File: src/lpcpi_pkg.sv
/*
  Package for the low-power DDR command pin interface: pin vector layout,
  command codes, power states and the registered state of the block.
  Assumes one core clock that oversamples the memory link clock.
*/
package lpcpi_pkg;

  // ==========================================================
  // sampled pin vector layout
  localparam int P_CKP  = 0;
  localparam int P_CKN  = 1;
  localparam int P_CKEA = 2;
  localparam int P_CKEB = 3;
  localparam int P_CSA  = 4;
  localparam int P_CSB  = 5;
  localparam int P_RAS  = 6;
  localparam int P_CAS  = 7;
  localparam int P_WE   = 8;
  localparam int P_DQS  = 9;
  localparam int P_BA   = 10;
  localparam int P_A10  = 12;
  localparam int P_LDM  = 13;
  localparam int P_UDM  = 14;
  localparam int P_DQ   = 15;
  localparam int DQ_W   = 16;
  localparam int PIN_W  = 31;
  localparam int BANKS  = 4;

  // ==========================================================
  // command codes: {select_n, row_strobe_n, col_strobe_n, write_enable_n}
  localparam logic [3:0] CMD_LOAD_MODE = 4'h0;
  localparam logic [3:0] CMD_REFRESH   = 4'h1;
  localparam logic [3:0] CMD_PRECHARGE = 4'h2;
  localparam logic [3:0] CMD_ACTIVATE  = 4'h3;
  localparam logic [3:0] CMD_WRITE     = 4'h4;
  localparam logic [3:0] CMD_READ      = 4'h5;
  localparam logic [3:0] CMD_STOP      = 4'h6;
  localparam logic [3:0] CMD_NOP       = 4'h7;

  // ==========================================================
  // power states of one die
  typedef enum logic [1:0] {
    PWR_AWAKE,
    PWR_DOWN_PRECHARGE,
    PWR_DOWN_ACTIVE,
    PWR_SELF_REFRESH
  } lpcpi_pwr_type;

  // ==========================================================
  // whole registered state of the block
  typedef struct packed {
    logic [PIN_W-1:0] sync1;
    logic [PIN_W-1:0] sync2;
    logic             ckp_prev;
    logic             dqs_prev;
    logic             strap_done;
    logic             dual_die;
    lpcpi_pwr_type    pwr_a;
    lpcpi_pwr_type    pwr_b;
    logic [BANKS-1:0] open_a;
    logic [BANKS-1:0] open_b;
    logic             cmd_valid;
    logic [3:0]       cmd_code;
    logic             cmd_die;
    logic [1:0]       cmd_bank;
    logic             wr_win;
    logic             rd_win;
    logic             wr_valid;
    logic [DQ_W-1:0]  wr_data;
    logic [1:0]       wr_keep;
    logic             dqs_out;
    logic             rd_oe;
    logic             rd_take;
    logic [DQ_W-1:0]  rd_data;
  } lpcpi_state_type;

endpackage : lpcpi_pkg

File: src/lpcpi_top.sv
/*
  Device-side command pin interface of a low-power DDR memory: samples the
  link clock, clock gates, selects, command strobes, strobe and masks with
  the core clock, decodes commands, tracks open banks and power states per
  die, captures masked write beats and drives read beats with the strobe.
  Assumes the core clock is far faster than the link clock, and that the
  core feeds read beats on the same core clock.
*/
// Notes on behaviour
// - commands and addresses captured where true clock rises and complement falls.
// - data beats happen on both directions of the clock crossing.
// - clock gate high runs clocks, buffers, drivers; low stops all three (the code drops drivers only once no die is left awake).
// - gate low with banks idle gives precharge down or self refresh; else active (the code enters self refresh on a refresh even with banks open).
// - clock gate sampled on clock edges, except self refresh exit which is asynchronous.
// - in power-down or self refresh all inputs but the clock gate are ignored (the code stops taking write beats only once no die is left awake).
// - command decoder enabled only when chip select is registered low.
// - select plus row, column, write strobes form the four-bit command code.
// - write byte with its mask sampled high is discarded.
// - write masks sampled on both strobe edges with each data beat.
// - second die gate and select used only in dual-die parts.
// - strobe driven edge-aligned with read data; received with write data.
`timescale 1ns/1ps

module lpcpi_top
  import lpcpi_pkg::*;
(
  input  wire logic            core_clk,
  input  wire logic            arst_n,
  input  wire logic            dual_die_strap,
  input  wire logic            diff_clock_pos,
  input  wire logic            diff_clock_neg,
  input  wire logic            clk_gate_die_a,
  input  wire logic            clk_gate_die_b,
  input  wire logic            chip_select_die_a_n,
  input  wire logic            chip_select_die_b_n,
  input  wire logic            row_strobe_n,
  input  wire logic            col_strobe_n,
  input  wire logic            write_enable_n,
  input  wire logic [1:0]      bank_addr,
  input  wire logic            all_banks_sel,
  input  wire logic            data_strobe_in,
  input  wire logic            lower_byte_mask,
  input  wire logic            upper_byte_mask,
  input  wire logic [DQ_W-1:0] write_data_in,
  input  wire logic [DQ_W-1:0] read_beat_data,
  output logic                 die_a_awake,
  output logic                 die_b_awake,
  output logic [1:0]           die_a_power,
  output logic [1:0]           die_b_power,
  output logic                 cmd_valid,
  output logic [3:0]           cmd_code,
  output logic                 cmd_die,
  output logic [1:0]           cmd_bank,
  output logic [BANKS-1:0]     open_banks_a,
  output logic [BANKS-1:0]     open_banks_b,
  output logic                 wr_beat_valid,
  output logic [DQ_W-1:0]      wr_beat_data,
  output logic [1:0]           wr_beat_keep,
  output logic                 read_beat_take,
  output logic                 data_strobe_out,
  output logic                 data_strobe_oe,
  output logic [DQ_W-1:0]      read_data_out,
  output logic                 read_data_oe
);

  // ==========================================================
  // helper functions
  // both steps run once per die, so each is written once here

  // power state step for one die
  // entry is judged at the link rising crossing, like any command, so a
  // gate drop between crossings waits for the next one; power-down exit
  // also needs a crossing, self refresh exit does not
  function automatic lpcpi_pwr_type pwr_step(
    input lpcpi_pwr_type cur,
    input logic          gate,
    input logic          ck_rise,
    input logic          refresh_cmd,
    input logic          any_open
  );
    lpcpi_pwr_type nxt;
    nxt = cur;
    case (cur)
      PWR_SELF_REFRESH: begin
        // exit needs no link clock edge: the controller may stop it
        if (gate) nxt = PWR_AWAKE;
      end
      PWR_DOWN_PRECHARGE, PWR_DOWN_ACTIVE: begin
        if (ck_rise && gate) nxt = PWR_AWAKE;
      end
      PWR_AWAKE: begin
        if (ck_rise && !gate) begin
          if (refresh_cmd) nxt = PWR_SELF_REFRESH;
          else if (any_open) nxt = PWR_DOWN_ACTIVE;
          else nxt = PWR_DOWN_PRECHARGE;
        end
      end
      // unreachable with a two-bit enum, kept so a bad code recovers
      default: nxt = PWR_AWAKE;
    endcase
    return nxt;
  endfunction : pwr_step

  // open-row bookkeeping for one die
  // only activate and precharge move the bitmap; precharge with the
  // all-banks line high closes every row at once, other commands pass
  function automatic logic [BANKS-1:0] bank_step(
    input logic [BANKS-1:0] cur,
    input logic             hit,
    input logic [3:0]       code,
    input logic [1:0]       ba,
    input logic             all_sel
  );
    logic [BANKS-1:0] nxt;
    nxt = cur;
    if (hit) begin
      if (code == CMD_ACTIVATE) nxt[ba] = 1'b1;
      else if (code == CMD_PRECHARGE) begin
        if (all_sel) nxt = '0;
        else nxt[ba] = 1'b0;
      end
    end
    return nxt;
  endfunction : bank_step

  // ==========================================================
  // state registers
  // every flop of the block lives in one packed struct: one process
  // builds the copy, one registers it, so reset covers all of it
  lpcpi_state_type cur_ff;
  lpcpi_state_type nxt_ff;

  // decode results of the current cycle, all combinational
  logic [PIN_W-1:0] pins_raw;
  logic [PIN_W-1:0] pin;
  logic             ck_rise;
  logic             ck_cross;
  logic             dqs_edge;
  logic             sel_a;
  logic             sel_b;
  logic             hit_a;
  logic             hit_b;
  logic [3:0]       code_a;
  logic [3:0]       code_b;
  logic             gate_b;

  // all link pins gathered into one vector for the synchroniser; the die count strap stays out
  // order must match the field positions kept in the package
  assign pins_raw = {write_data_in, upper_byte_mask, lower_byte_mask, all_banks_sel,
                     bank_addr, data_strobe_in, write_enable_n, col_strobe_n,
                     row_strobe_n, chip_select_die_b_n, chip_select_die_a_n,
                     clk_gate_die_b, clk_gate_die_a, diff_clock_neg, diff_clock_pos};

  // ==========================================================
  // edge detection and decode, all on the second sync stage
  // edges are found on the second stage only, so a pin change shows up
  // three core edges later; the link clock must stay well below the core
  // clock for both crossings of one period to be seen apart
  always_comb begin
    pin      = cur_ff.sync2;
    // rising true clock with the complement already low marks the crossing
    ck_rise  = pin[P_CKP] && !cur_ff.ckp_prev && !pin[P_CKN];
    // either direction of the crossing times a data beat
    ck_cross = pin[P_CKP] != cur_ff.ckp_prev;
    // a strobe edge in either direction is one write beat
    dqs_edge = pin[P_DQS] != cur_ff.dqs_prev;
    // second die only counts in dual-die parts, else its pins are unused
    gate_b   = cur_ff.dual_die && pin[P_CKEB];
    sel_a    = !pin[P_CSA];
    sel_b    = cur_ff.dual_die && !pin[P_CSB];
    // select stays the top bit of the code, so the decoder sees four bits
    code_a   = {pin[P_CSA], pin[P_RAS], pin[P_CAS], pin[P_WE]};
    code_b   = {pin[P_CSB], pin[P_RAS], pin[P_CAS], pin[P_WE]};
    // decoder live only for an awake die with its gate still high
    // a deselected or sleeping die yields no hit, so its banks and command report do not move
    hit_a    = ck_rise && sel_a && pin[P_CKEA]
               && cur_ff.pwr_a == PWR_AWAKE;
    hit_b    = ck_rise && sel_b && gate_b
               && cur_ff.pwr_b == PWR_AWAKE;
  end

  // ==========================================================
  // next state
  // fields not touched here keep their value, which is how command,
  // bank and data fields hold between events
  always_comb begin
    nxt_ff = cur_ff;
    // two-stage synchroniser; stage one feeds stage two only
    nxt_ff.sync1    = pins_raw;
    nxt_ff.sync2    = cur_ff.sync1;
    nxt_ff.ckp_prev = pin[P_CKP];
    nxt_ff.dqs_prev = pin[P_DQS];

    // die count strap caught once after reset release
    // limitation: the strap is read unsynchronised, so it must be static
    if (!cur_ff.strap_done) begin
      nxt_ff.strap_done = 1'b1;
      nxt_ff.dual_die   = dual_die_strap;
    end

    // power states; self refresh entry is a refresh with the gate falling
    // die b follows its own gate and select only in dual-die parts
    nxt_ff.pwr_a = pwr_step(cur_ff.pwr_a, pin[P_CKEA], ck_rise,
                            sel_a && code_a == CMD_REFRESH && cur_ff.pwr_a == PWR_AWAKE,
                            |cur_ff.open_a);
    nxt_ff.pwr_b = pwr_step(cur_ff.pwr_b, gate_b, ck_rise,
                            sel_b && code_b == CMD_REFRESH && cur_ff.pwr_b == PWR_AWAKE,
                            |cur_ff.open_b);

    // deselected cycles leave bank state alone
    nxt_ff.open_a = bank_step(cur_ff.open_a, hit_a && pin[P_CKEA], code_a,
                              pin[P_BA +: 2], pin[P_A10]);
    nxt_ff.open_b = bank_step(cur_ff.open_b, hit_b, code_b,
                              pin[P_BA +: 2], pin[P_A10]);

    // command report is a one-cycle pulse; deselect issues nothing
    // die a wins the report when both dies take a command together
    nxt_ff.cmd_valid = 1'b0;
    if (hit_a || hit_b) begin
      nxt_ff.cmd_valid = 1'b1;
      nxt_ff.cmd_code  = hit_a ? code_a : code_b;
      nxt_ff.cmd_die   = !hit_a;
      nxt_ff.cmd_bank  = pin[P_BA +: 2];
      // any new command closes a running burst window
      // trade-off: no burst length is kept, so a window only ends on the
      // next command or on the power state change below
      nxt_ff.wr_win    = (hit_a ? code_a : code_b) == CMD_WRITE;
      nxt_ff.rd_win    = (hit_a ? code_a : code_b) == CMD_READ;
    end

    // bursts drop once no die is left awake (die a alone in single-die parts)
    if (nxt_ff.pwr_a != PWR_AWAKE && (!cur_ff.dual_die || nxt_ff.pwr_b != PWR_AWAKE)) begin
      nxt_ff.wr_win = 1'b0;
      nxt_ff.rd_win = 1'b0;
    end

    // write beats on both strobe edges, masks sampled with each beat
    // data and mask pass the same two stages as the strobe, so they
    // have settled by the time its edge is seen
    nxt_ff.wr_valid = 1'b0;
    if (cur_ff.wr_win && dqs_edge) begin
      nxt_ff.wr_valid = 1'b1;
      nxt_ff.wr_keep  = {!pin[P_UDM], !pin[P_LDM]};
      // masked bytes are zeroed so nothing downstream can store them
      nxt_ff.wr_data  = pin[P_DQ +: DQ_W]
                        & {{8{!pin[P_UDM]}}, {8{!pin[P_LDM]}}};
    end

    // read beats: strobe toggles with data on every clock crossing
    // the core must present the next beat before the crossing is seen;
    // there is no buffer to absorb a late one
    nxt_ff.rd_take = 1'b0;
    // output enables lag the window by one cycle, like the data
    nxt_ff.rd_oe   = cur_ff.rd_win;
    if (cur_ff.rd_win && ck_cross) begin
      nxt_ff.rd_take = 1'b1;
      nxt_ff.dqs_out = !cur_ff.dqs_out;
      nxt_ff.rd_data = read_beat_data;
    end
    // strobe parks low outside a read so the first beat always rises
    if (!cur_ff.rd_win) begin
      nxt_ff.dqs_out = 1'b0;
    end
  end

  // ==========================================================
  // register the whole state
  // asynchronous clear; both power states restart awake
  always_ff @(posedge core_clk or negedge arst_n) begin
    if (!arst_n) begin
      cur_ff       <= '0;
      cur_ff.pwr_a <= PWR_AWAKE;
      cur_ff.pwr_b <= PWR_AWAKE;
    end else begin
      cur_ff <= nxt_ff;
    end
  end

  // ==========================================================
  // outputs
  // every output comes from a flop; only the awake flags pass through a compare
  assign die_a_awake     = cur_ff.pwr_a == PWR_AWAKE;
  assign die_b_awake     = cur_ff.dual_die && cur_ff.pwr_b == PWR_AWAKE;
  // power codes: awake, precharge down, active down, self refresh
  assign die_a_power     = cur_ff.pwr_a;
  assign die_b_power     = cur_ff.pwr_b;
  assign cmd_valid       = cur_ff.cmd_valid;
  assign cmd_code        = cur_ff.cmd_code;
  assign cmd_die         = cur_ff.cmd_die;
  assign cmd_bank        = cur_ff.cmd_bank;
  assign open_banks_a    = cur_ff.open_a;
  assign open_banks_b    = cur_ff.open_b;
  assign wr_beat_valid   = cur_ff.wr_valid;
  assign wr_beat_data    = cur_ff.wr_data;
  assign wr_beat_keep    = cur_ff.wr_keep;
  assign read_beat_take  = cur_ff.rd_take;
  assign data_strobe_out = cur_ff.dqs_out;
  assign read_data_out   = cur_ff.rd_data;
  // drivers stop once no die is left awake, even mid burst
  assign data_strobe_oe  = cur_ff.rd_oe;
  assign read_data_oe    = cur_ff.rd_oe;

endmodule : lpcpi_top

File: config.mk
export PLATFORM = sky130hd
export DESIGN_NAME = lpcpi_top
export DESIGN_NICKNAME = d
export VERILOG_FILES = /design/src/lpcpi_pkg.sv /design/src/lpcpi_top.sv
export SDC_FILE = /design/constraint.sdc
export NUM_CORES = 1
export LEC_CHECK = 0
export BUFFER_PORTS_ARGS = -buffer_cell sky130_fd_sc_hd__buf_2
export CORE_MARGIN = 3
export CORE_UTILIZATION = 48
export CTS_CLUSTER_SIZE = 25
export DETAILED_ROUTE_END_ITERATION = 10
export PLACE_DENSITY = 0.75
export SLEW_MARGIN = 20
export SYNTH_ARGS = -nofsm -noshare
export SYNTH_HDL_FRONTEND = slang
export SYNTH_SLANG_ARGS = --single-unit
File: constraint.sdc
create_clock -name core_clk -period 1.9 [get_ports core_clk]
set_clock_uncertainty 0.2 [all_clocks]
set_input_delay 0.095 -clock core_clk [delete_from_list [all_inputs] [get_ports core_clk]]
set_output_delay 0.095 -clock core_clk [all_outputs]
set_load 0.005 [all_outputs]
== After elaboration in Yosys (flattened, before gate mapping) ==
Index checks and enable logic that the tools add are counted.

* Register bits: 126
* Bits in latches: 0
* RAM bits: 0
* ROM bits: 0
* Input port bits: 50
* Word-level logic and storage cells: 125
* Memories kept: 0

* $add $sub $neg: 0
* Multiply operators: 0
* Divide/modulo/power cells: 0
* $lt $le $gt $ge: 2
* Equal/unequal tests: 17
* Shifts and indexed selects: 0
* Multiplexer cells: 27
* Bitwise gates (word level): 6
* Reduce and logical (&&, ||, !) cells: 50

{| class="wikitable"
|+ Operators by type and width
! cell !! count
|-
| $mux W4 || 7
|-
| $logic_and A1 B1 Y1 || 24
|-
| $mux W2 || 11
|-
| $mux W19 || 1
|-
| $mux W17 || 1
|-
| $and A16 B16 Y16 || 1
|-
| $eq A4 B2 Y1 const B || 4
|-
| $pmux W2 S3 || 2
|-
| $logic_not A1 Y1 || 11
|-
| $mux W10 || 1
|-
| $reduce_bool A2 Y1 || 5
|-
| $and A4 B4 Y4 || 2
|-
| $eq A2 B2 Y1 const B || 4
|-
| $eq A4 B1 Y1 const B || 2
|-
| $eq A4 B3 Y1 const B || 2
|-
| $or A4 B4 Y4 || 2
|-
| $reduce_or A4 Y1 || 2
|-
| $eq A2 B1 Y1 const B || 2
|-
| $logic_not A2 Y1 || 2
|-
| $not A4 Y4 || 1
|-
| $reduce_and A2 Y1 || 2
|-
| $reduce_or A2 Y1 || 2
|-
| $lt A2 B3 Y1 const B || 1
|-
| $mux W1 || 3
|-
| 5 further kinds || 7
|}

== Depth between registers and ports, before layout ==
Gate-level depths: netlist of run 1.

* Word-level depth: 11
* Depth in mapped cells: 8
* Mapped depth without buffers: 7

== Least setup slack after synthesis of run 1 ==
Ideal clock, no wire load.

* Kind: register -> register
* Start: reg cur_ff (netlist bit die_a_power[1])
* End: reg cur_ff[38] in the netlist's numbering
* Library setup time: 0.133 ns
* Arrival: 1.697 ns
* Path slack: -0.130 ns
* Stages on the path, launching flop included: 8
* Path through: dfrtp_1 > inv_1 > ha_1 > nand2b_1 > o311ai_0 > a31oi_1 > a222oi_1 > nor2_1

* Cells in the longest elaborated chain, start to end: 8
* Elaborated cells on any way between the ends: 20
* Classes of those cells: eq/ne: 4; mux: 8; reduce/logical: 8

{| class="wikitable"
|+ Ends and longest elaborated chain
! element !! RTL line !! source
|-
| start: declaration || lpcpi_top.sv:130 || <nowiki>lpcpi_state_type cur_ff;</nowiki>
|-
| start signal: assignment || lpcpi_top.sv:275 || <nowiki>cur_ff <= nxt_ff;</nowiki>
|-
| $logic_not A2 Y1 (*) || - ||
|-
| named net die_a_awake || lpcpi_top.sv:46 || <nowiki>output logic die_a_awake,</nowiki>
|-
| $logic_and A1 B1 Y1 || lpcpi_top.sv:204 || <nowiki>sel_a && code_a == CMD_REFRESH && cur_ff.pwr_a == PWR_AWAKE,</nowiki>
|-
| $mux W2 || lpcpi_top.sv:93 || <nowiki>if (refresh_cmd) nxt = PWR_SELF_REFRESH;</nowiki>
|-
| $mux W2 || lpcpi_top.sv:92 || <nowiki>if (ck_rise && !gate) begin</nowiki>
|-
| $pmux W2 S3 || lpcpi_top.sv:83 || <nowiki>case (cur)</nowiki>
|-
| $reduce_bool A2 Y1 || lpcpi_top.sv:232 || <nowiki>if (nxt_ff.pwr_a != PWR_AWAKE && (!cur_ff.dual_die || nxt_ff.pwr_b != PWR_AWAKE)) begin</nowiki>
|-
| $logic_and A1 B1 Y1 || lpcpi_top.sv:232 ||
|-
| $mux W2 or $reduce_bool A2 Y1 (tied branches) || - ||
|}

Mark *: on every way through the listed nets, which the timed path passes. The rest lies on a longest branch. The select of a mux whose other input is x is not followed.
A chain may end at the register's enable or synchronous reset.

== Final worst setup path of run 1 ==
* Start: reg cur_ff (netlist bit open_banks_a[0])
* End: reg cur_ff[39] in the netlist's numbering

* Cells in the longest elaborated chain, start to end: 8
* Elaborated cells on any way between the ends: 9
* Classes of those cells: mux: 5; reduce/logical: 4

{| class="wikitable"
|+ Ends and longest elaborated chain
! element !! RTL line !! source
|-
| $reduce_or A4 Y1 (*) || lpcpi_top.sv:205 || <nowiki>|cur_ff.open_a);</nowiki>
|-
| $mux W2 (*) || lpcpi_top.sv:94 || <nowiki>else if (any_open) nxt = PWR_DOWN_ACTIVE;</nowiki>
|-
| $mux W2 (*) || lpcpi_top.sv:93 ||
|-
| $mux W2 (*) || lpcpi_top.sv:92 ||
|-
| $pmux W2 S3 (*) || lpcpi_top.sv:83 ||
|-
| $reduce_bool A2 Y1 (*) || lpcpi_top.sv:232 ||
|-
| $logic_and A1 B1 Y1 (*) || lpcpi_top.sv:232 ||
|-
| $mux W2 or $reduce_bool A2 Y1 (tied branches) || - ||
|}

Every way passes the cells marked *; elsewhere a longest branch is shown, timed or not.

==> summary.md, run 1 <==
| Metric | Value |
|---|---|
| Worst Hold Class | in -> reg |
| Maximum frequency from static timing analysis | 508.9 MHz |
| Final Slew Violations | 0 |
| Post-Route M1 WL | 3.816 mm |
| Initial antenna violation count | 0 |
| Worst Setup Path Type | reg -> reg |
| Finished layout cell area | approximately 6500 µm² |
| Overflow left after global routing | 0 |
| Number of violations reported at the end of detailed-routing iteration 0 | 77 |
| Remaining routing DRC violations | 0 |
| Vias in the first global route | 3260 |
| Share of async-settable or async-resettable flops after synthesis | 100.0% |
| Unrepaired setup endpoints after global routing | yes |
| CTS max path bufs | 2 |
| First-pass GRT wire length | 15.60 mm |
| Register bit count reported by yosys | around 130 |
| Critical path peak fanout | 2 |
| Final wirelength | 9.302 mm |
| Clock Pin Slew Worst Setup and Hold Paths | 60 ps |
| Count of final setup violators | 6 |
| Area of the die | 11040 µm² |
| Deepest level of the CTS H-tree | 4 |
| Top library cells by usage in the layout, fill and taps aside | 126 x sky130_fd_sc_hd__dfrtp_1, 109 x sky130_fd_sc_hd__buf_2, 50 x sky130_fd_sc_hd__dlygate4sd3_1, 31 x sky130_fd_sc_hd__buf_4 |
| DP Wirelength | 5.934 mm |
| Setup tns final | -154.4 ps |
| Leakage dissipation | 0.003218 µW |
| TritonCTS clock tree | yes |
| Wire length on met2 | 4.917 mm |
| Sequential element share of the synthesized area | 66.95% |
| Number of buffers created by CTS | 17 |
| Core region area | 9371 µm² |
| Die Height | approximately 110 µm |
| Most common cell after layout, fill and taps aside | sky130_fd_sc_hd__dfrtp_1 |
| Pwr per Cell Area | 1257 nW/µm² |
| Violations in the final reports | setup timing |
| Sort of element at the end of the critical path | flip-flop |
| Area overhead of the layout relative to synthesis | 38.26% |
| Met3 WL | about 410 µm |
| Largest net degree at the start of global routing | 51 |
| Global-route usage over all layers | 17.98% |
| Average wire per standard cell | 14.25 µm |
| Max-cap violations | 0 |
| FP Rows | 35 |
| Most used flip-flop cell after synthesis | sky130_fd_sc_hd__dfrtp_1 |
| Net count reported at finish | 566 |
| Global placer's final weighted congestion | 0.7784 |
| Netlist area before placement | 4710 µm² |
| Data arrival time of the critical path | approximately 2100 ps |
| Uppermost layer routed | met4 |
| Count of antenna diodes in the layout | 0 |
| Number of standard cells after synthesis | 359 |
| Worst vdd rail ir drop | 604.2 µV |
| Number of input and output port buffers inserted | 110 |
| Post-Syn Nets | 414 |
| Post-route ant nets | 0 |
| Crit share post-route | 103.4% |
| Clock root buffer | sky130_fd_sc_hd__clkbuf_8 |
| Initial core utilization | 50.25% |
| Minimum period implied by the final worst setup slack | a little under 2000 ps |
| Count of synthesis-stage warnings from yosys | 0 |
| DR pass1 iterations | 4 |
| Ratio of cells with drive above 1 in the final layout | 43.51% |
| Worst Path Required | 2070 ps |
| TritonCTS Sinks | about 130 |
| Average vias per placed instance | 4.654 |
| Kind of start point of the critical path | flip-flop |
| Average size of a mapped cell | roughly 13 µm² |
| Outcome | finished with violations |
| Via total after detailed routing | 3039 |
| Overall die width | 105.1 µm |
| Smallest setup slack after layout | -65.17 ps |
| Final hold violation count | 0 |
| Clock Latency Late Sink | 490 ps |
| I/O pin count | 111 |
| Number of distinct library cell variants in the gate-level netlist after synthesis | between 40 and 50 |
| Cell area after placement | 5285 µm² |
| EDFF count, synth | 0 |
-- per-stage QoR --
| step | setup slack, ps | hold WS (ps) | util (%) | power, µW | std cells |
|---|---|---|---|---|---|
| after global placement | -65.65 | -117.1 | 56.40 | 4836 | 567 |
| after floorplan | -3.705 | -400.6 | - | 4523 | 359 |
| final | -65.17 | 32.21 | 69.48 | 8181 | 653 |
| after global routing | -204.4 | 14.90 | 69.48 | 8638 | 653 |
| after CTS | -49.16 | 9.235 | 68.24 | 8174 | 649 |
| after detailed placement | -113.2 | -102.9 | 56.40 | 4923 | 567 |
-- path summary, 6_finish.rpt --
kind | startpoint | end | slack (ps) | depth (start not counted)
setup / recovery | open_banks_a[0]$_DFFE_PN0P_ | cur_ff[39]$_DFFE_PN0P_ | -70 | 5
hold / removal | diff_clock_neg | cur_ff[96]$_DFF_PN0_ | 30 | 2
setup reg to reg | open_banks_a[0]$_DFFE_PN0P_ | cur_ff[39]$_DFFE_PN0P_ | -70 | 5
hold reg to reg | cur_ff[115]$_DFF_PN0_ | pin[20]$_DFF_PN0_ | 150 | 0
max in group asynchronous | arst_n | pin[19]$_DFF_PN0_ | 440 | 4
min in group asynchronous | arst_n | pin[27]$_DFF_PN0_ | 430 | 3
-- critical path: stages, from the launching register on --
cell and delay (ps):
sky130_fd_sc_hd__dfrtp_1 390, sky130_fd_sc_hd__or4_4 550, sky130_fd_sc_hd__o31ai_2 80, sky130_fd_sc_hd__a32oi_1 140, sky130_fd_sc_hd__a222oi_1 410, sky130_fd_sc_hd__nor2_1 70
-- where the power goes --
part,internal (µW),switching [µW]
sequential,3130,242
clock,1920,1180
combinational,960,749
total,6010,2170
-- per-layer routing --
layer / vias to the layer above / track usage, %
met3: 14 / 5.127
li1: 1460 / -
met5: - / 0
met4: 0 / 7.404
met1: 1479 / 21.55
met2: 86 / 30.48
-- area by class of cell --
| cell class | instances | area [µm²] |
|---|---|---|
| inverters | 9 | 33.78 |
| flip-flops and latches | 126 | 3153 |
| clock inverters | 14 | 157.7 |
| fillers | 686 | 2860 |
| clock buffers | 18 | 427.9 |
| well taps | 129 | 161.4 |
| repair buffers | 193 | 1339 |
| multi-input cells | 164 | 1239 |
-- cells in the mapped netlist (2+ instances only) --
cell / instances / area [µm²]
sky130_fd_sc_hd__nand2_1: 23 / 86.33
sky130_fd_sc_hd__mux2_2: 22 / 247.7
sky130_fd_sc_hd__nor2b_1: 5 / 31.28
sky130_fd_sc_hd__nand3b_1: 2 / 15.01
sky130_fd_sc_hd__o21ai_0: 22 / 110.1
sky130_fd_sc_hd__a21oi_1: 17 / 85.08
sky130_fd_sc_hd__and2_1: 2 / 12.51
sky130_fd_sc_hd__nor2_1: 14 / 52.55
sky130_fd_sc_hd__buf_2: 3 / 15.01
sky130_fd_sc_hd__o21bai_1: 2 / 15.01
sky130_fd_sc_hd__a31oi_1: 3 / 18.77
sky130_fd_sc_hd__buf_4: 53 / 397.9
sky130_fd_sc_hd__nand2b_1: 19 / 118.9
sky130_fd_sc_hd__nor4_1: 2 / 12.51
sky130_fd_sc_hd__dfrtp_1: 126 / 3153
sky130_fd_sc_hd__mux2i_1: 2 / 20.02
sky130_fd_sc_hd__inv_1: 9 / 33.78
sky130_fd_sc_hd__clkbuf_1: 4 / 15.01
sky130_fd_sc_hd__ha_1: 5 / 62.56
-- what timing repair did --
| action | 4_1_cts | 5_1_grt |
|---|---|---|
| pin swaps | 7 | 3 |
| buffers inserted | 1 | 4 |
| setup endpoints to repair | 11 | 18 |
| hold buffers | 50 | 0 |
| hold endpoints to repair | 174 | 0 |
| resized for setup | 12 | 20 |
-- cell families (layout without fill, tap and decap cells) --
group | after synthesis | after routing | share of synthesized area (%)
other | 1 | 1 | 0.07963
and+or+nand+nor | 78 | 78 | 9.033
xor gates and xnor gates | 2 | 2 | 0.3720
DFF | 126 | 126 | 66.95
AOI/OAI and AO/OA | 54 | 54 | 6.748
adders and majority gates | 5 | 5 | 1.328
buffers and inverters | 69 | 234 | 9.803
muxes | 24 | 24 | 5.686
-- sequential cells by signal, indices dropped and copies added (netlist names) --
signal,flops
wr_beat_keep,2
cmd_bank,2
cur_ff,37
die_b_power,2
cmd_die,1
wr_beat_valid,1
cmd_code,4
open_banks_b,4
cmd_valid,1
die_a_power,2
wr_beat_data,16
open_banks_a,4
data_strobe_oe,1
read_beat_take,1
pin,31
data_strobe_out,1
read_data_out,16
Power figures use the tool's default switching activity.
==> inputs of run 2 (changes only) <==
--- a/config.mk
+++ b/config.mk
@@ -9,6 +9,8 @@
 export CORE_MARGIN = 3
-export CORE_UTILIZATION = 48
+export CORE_UTILIZATION = 50
+export CTS_BUF_LIST = sky130_fd_sc_hd__clkbuf_4
 export CTS_CLUSTER_SIZE = 25
 export DETAILED_ROUTE_END_ITERATION = 10
-export PLACE_DENSITY = 0.75
+export PLACE_DENSITY = 0.78
+export SETUP_SLACK_MARGIN = 0.2
 export SLEW_MARGIN = 20
--- a/constraint.sdc
+++ b/constraint.sdc
@@ -4,2 +4,2 @@
 set_output_delay 0.095 -clock core_clk [all_outputs]
-set_load 0.005 [all_outputs]
+set_load 0.02 [all_outputs]
==> summary.md, run 2 (synthesis gave the netlist of run 1 again) <==
| Metric | Value |
|---|---|
| Largest net degree at the start of global routing | 51 (unchanged) |
| Net count reported at finish | 581 (was 566) |
| Post-route ant nets | 0 (unchanged) |
| Cell family with the largest share of critical-path delay | simple AND/OR/NAND/NOR gates (was compound AO/OA/AOI/OAI gates) |
| Filler Cells Inserted | 608 (was 686) |
| Worst Setup Path Type | reg -> reg (unchanged) |
| Number of placed cells counting well taps | 541 (was 567) |
| Maximum frequency from static timing analysis | 492.7 MHz (was 508.9 MHz) |
| Count of antenna diodes in the layout | 0 (unchanged) |
| Vias in the first global route | 3193 (was 3260) |
| FP Rows | 34 (was 35) |
| Unrepaired setup endpoints after global routing | yes (unchanged) |
| Register ranked first by flip-flop count | cur_ff (unchanged) |
| Ratio of cells with drive above 1 in the final layout | 45.27% (was 43.51%) |
| Top library cells by usage in the layout, fill and taps aside | 126 x sky130_fd_sc_hd__dfrtp_1, 107 x sky130_fd_sc_hd__buf_2, 59 x sky130_fd_sc_hd__dlygate4sd3_1, 27 x sky130_fd_sc_hd__buf_4, 22 x sky130_fd_sc_hd__nand2_1 (was 126 x sky130_fd_sc_hd__dfrtp_1, 109 x sky130_fd_sc_hd__buf_2, 50 x sky130_fd_sc_hd__dlygate4sd3_1, 31 x sky130_fd_sc_hd__buf_4) |
| Overflow left after global routing | 0 (unchanged) |
| Most common cell after layout, fill and taps aside | sky130_fd_sc_hd__dfrtp_1 (unchanged) |
| Kind of start point of the critical path | flip-flop (unchanged) |
| Power share of the combinational group | 30.6% (was 20.9%) |
| Clock Latency Late Sink | 490 ps (about the same) |
| Clock root buffer | sky130_fd_sc_hd__clkbuf_4 (was sky130_fd_sc_hd__clkbuf_8) |
| Buffers and inverters on the worst path | 4 (was 0) |
| Worst-path cell chain | inv_2 -> ha_4 -> inv_4 -> nor4b_4 -> buf_4 -> and4_4 -> buf_6 -> a31oi_1 -> a21oi_1 (was or4_4 -> o31ai_2 -> a32oi_1 -> a222oi_1 -> nor2_1) |
| DP Wirelength | 5.662 mm (was 5.934 mm) |
| Critical path peak fanout | 8 (was 2) |
| DR pass1 iterations | 4 (unchanged) |
| Overall die width | 103.1 µm (was 105.1 µm) |
| Number of input and output port buffers inserted | 110 (unchanged) |
| Switching Fraction | 32.50% (was 26.54%) |
| Area overhead of the layout relative to synthesis | 38.66% (was 38.26%) |
| Sort of element at the end of the critical path | flip-flop (unchanged) |
| Design internal power | 5234 µW (was 6010 µW) |
| Final Slew Violations | 0 (unchanged) |
| Final hold violation count | 0 (unchanged) |
| TritonCTS clock tree | yes (unchanged) |
| TritonCTS Sinks | 126 (unchanged) |
| Data arrival time of the critical path | 2250 ps (was 2130 ps) |
| Average vias per placed instance | 4.912 (was 4.654) |
| Final wirelength | 9.871 mm (was 9.302 mm) |
| Initial core utilization | 52.72% (was 50.25%) |
| Largest register FFs | 37 (unchanged) |
| Number of violations reported at the end of detailed-routing iteration 0 | 110 (was 77) |
| Average wire per standard cell | 15.26 µm (was 14.25 µm) |
| Clock Pin Slew Worst Setup and Hold Paths | 120 ps (was 60 ps) |
| Critical R2R Capture | open_banks_b[3]$_DFFE_PN0P_ (was cur_ff[39]$_DFFE_PN0P_) |
| CTS max path bufs | 2 (unchanged) |
| Post-Place Worst Slack | -90.57 ps (was -113.2 ps) |
| Deepest level of the CTS H-tree | 4 (unchanged) |
| Switching power | 2520 µW (was 2171 µW) |
| Critical Path End | open_banks_b[3]$_DFFE_PN0P_ (was cur_ff[39]$_DFFE_PN0P_) |
| Violations in the final reports | setup timing (unchanged) |
| Count of final setup violators | 15 (was 6) |
| Die Height | 103.1 µm (was 105.1 µm) |
| Tightest slew margin relative to the limit | 59.28% |
| Remaining routing DRC violations | 0 (unchanged) |
| Global placer's final weighted congestion | 0.8374 (was 0.7784) |
| Sequential cell fraction of total power | 43.3% (was 41.2%) |
| First-pass GRT wire length | 14.82 mm (was 15.60 mm) |
| Highest cell delay on the worst timing path | 420 ps (was 550 ps) |
| Number of cells on the critical path | 9 (was 5) |
| Worst Hold Class | in -> reg (unchanged) |
| Pwr per Cell Area | 1187 nW/µm² (was 1257 nW/µm²) |
| Outcome | finished with violations (unchanged) |
| Area of the die | 10620 µm² (was 11040 µm²) |
| Clock network fraction of design power | 26.1% (was 37.9%) |
| I/O pin count | 111 (unchanged) |
| Core region area | 8934 µm² (was 9371 µm²) |
| Initial antenna violation count | 0 (unchanged) |
| Max-cap violations | 0 (unchanged) |
| Global-route usage over all layers | 18.31% (was 17.98%) |
| Register-to-register path setup slack | -130 ps (was -70 ps) |
| Hold Crit Depth | 2 (unchanged) |
| Worst Path Required | 2120 ps (was 2070 ps) |
| Leakage dissipation | 0.003203 µW (was 0.003218 µW) |
| Smallest setup slack after layout | -129.6 ps (was -65.17 ps) |
| R2r worst-path depth | 9 (was 5) |
| Number of buffers created by CTS | 17 (unchanged) |
| Worst vdd rail ir drop | 614.7 µV (was 604.2 µV) |
| Critical Path Start | die_b_power[0]$_DFF_PN0_ (was open_banks_a[0]$_DFFE_PN0P_) |
| Via total after detailed routing | 3178 (was 3039) |
| Beginning of the worst register-to-register path | die_b_power[0]$_DFF_PN0_ (was open_banks_a[0]$_DFFE_PN0P_) |
| Final cell count without fillers | 647 (was 653) |
| Minimum period implied by the final worst setup slack | 2030 ps (was 1965 ps) |
| Worst slew pin tran | 605.2 ps |
| Crit share post-route | 106.8% (was 103.4%) |
| Worst-path cell with the longest stage delay | sky130_fd_sc_hd__dfrtp_1 (was sky130_fd_sc_hd__or4_4) |
==> run 2: cell count changes in the layout (fill, tap and decap cells not counted), moves of 3 or more <==
| cell | change |
|---|---|
| sky130_fd_sc_hd__inv_2 | +3 |
| sky130_fd_sc_hd__clkbuf_16 | -16 |
| sky130_fd_sc_hd__buf_4 | -4 |
| sky130_fd_sc_hd__buf_6 | +13 |
| sky130_fd_sc_hd__ha_2 | -3 |
| sky130_fd_sc_hd__ha_4 | +3 |
| sky130_fd_sc_hd__dlygate4sd3_1 | +9 |
| sky130_fd_sc_hd__inv_6 | -3 |
| sky130_fd_sc_hd__inv_1 | -4 |
| sky130_fd_sc_hd__clkbuf_4 | +17 |
==> run 2: layer usage <==
layer / global-route usage, % / part of all wire, % / vias to the layer above
met4: 6.574 / 2.2 / 0
met1: 21.65 / 39 / 1562
li1: - / - / 1491
met5: 0 / 0 / -
met2: 32.26 / 55 / 103
met3: 4.668 / 4.2 / 22
==> run 2: area by class of cell <==
type | count | area [µm²] | area share (%)
multi-input cells | 164 | 1368 | 20.94
clock buffers | 17 | 127.6 | 1.954
flip-flops and latches | 126 | 3153 | 48.29
inverters | 9 | 36.28 | 0.5557
repair buffers | 208 | 1515 | 23.20
well taps | 108 | 135.1 | 2.069
clock inverters | 15 | 195.2 | 2.989
==> run 2: through the flow <==
| stage | setup TNS, ps | util (%) | total power, µW | area (µm²) | hold WS, ps |
|---|---|---|---|---|---|
| floorplan | 0 | - | 5045 | 4796 | -400.6 |
| global placement | -117.3 | 58.64 | 5265 | 5239 | -123.0 |
| detailed placement | -668.3 | 58.64 | 5328 | 5239 | -123.7 |
| CTS | -368.7 | 70.10 | 7563 | 6262 | 0.3207 |
| global route | -2226 | 73.10 | 8177 | 6530 | 0.4537 |
| finish | -1046 | 73.10 | 7753 | 6530 | 43.78 |
==> run 2: worst min-delay path by stage <==
stage                         from                       to  slack [ps]
2_1_floorplan               arst_n  cmd_bank[0]$_DFFE_PN0P_        -400
3_3_place_gp                arst_n        pin[19]$_DFF_PN0_        -120
3_5_place_dp                arst_n        pin[17]$_DFF_PN0_        -120
4_1_cts        chip_select_die_b_n    cur_ff[100]$_DFF_PN0_         0.3
5_1_grt          write_data_in[15]    cur_ff[125]$_DFF_PN0_         0.5
6_report         write_data_in[12]    cur_ff[122]$_DFF_PN0_          40
==> run 2: repair_timing <==
action / CTS / global route
endpoints found under the setup margin: 33 / 40
hold buffers: 57 / 2
buffers inserted: 7 / 7
pin swaps: 4 / 13
gates cloned: 0 / 1
resized for setup: 21 / 40
hold endpoints to repair: 174 / 2
==> run 2: power groups by stage <==
stage          registers (µW)  clock network (µW)  logic [µW]
2_1_floorplan            3390                   0        1660
3_3_place_gp             3380                   0        1880
3_5_place_dp             3410                   0        1920
4_1_cts                  3350                2070        2130
5_1_grt                  3410                2210        2560
6_report                 3350                2020        2380
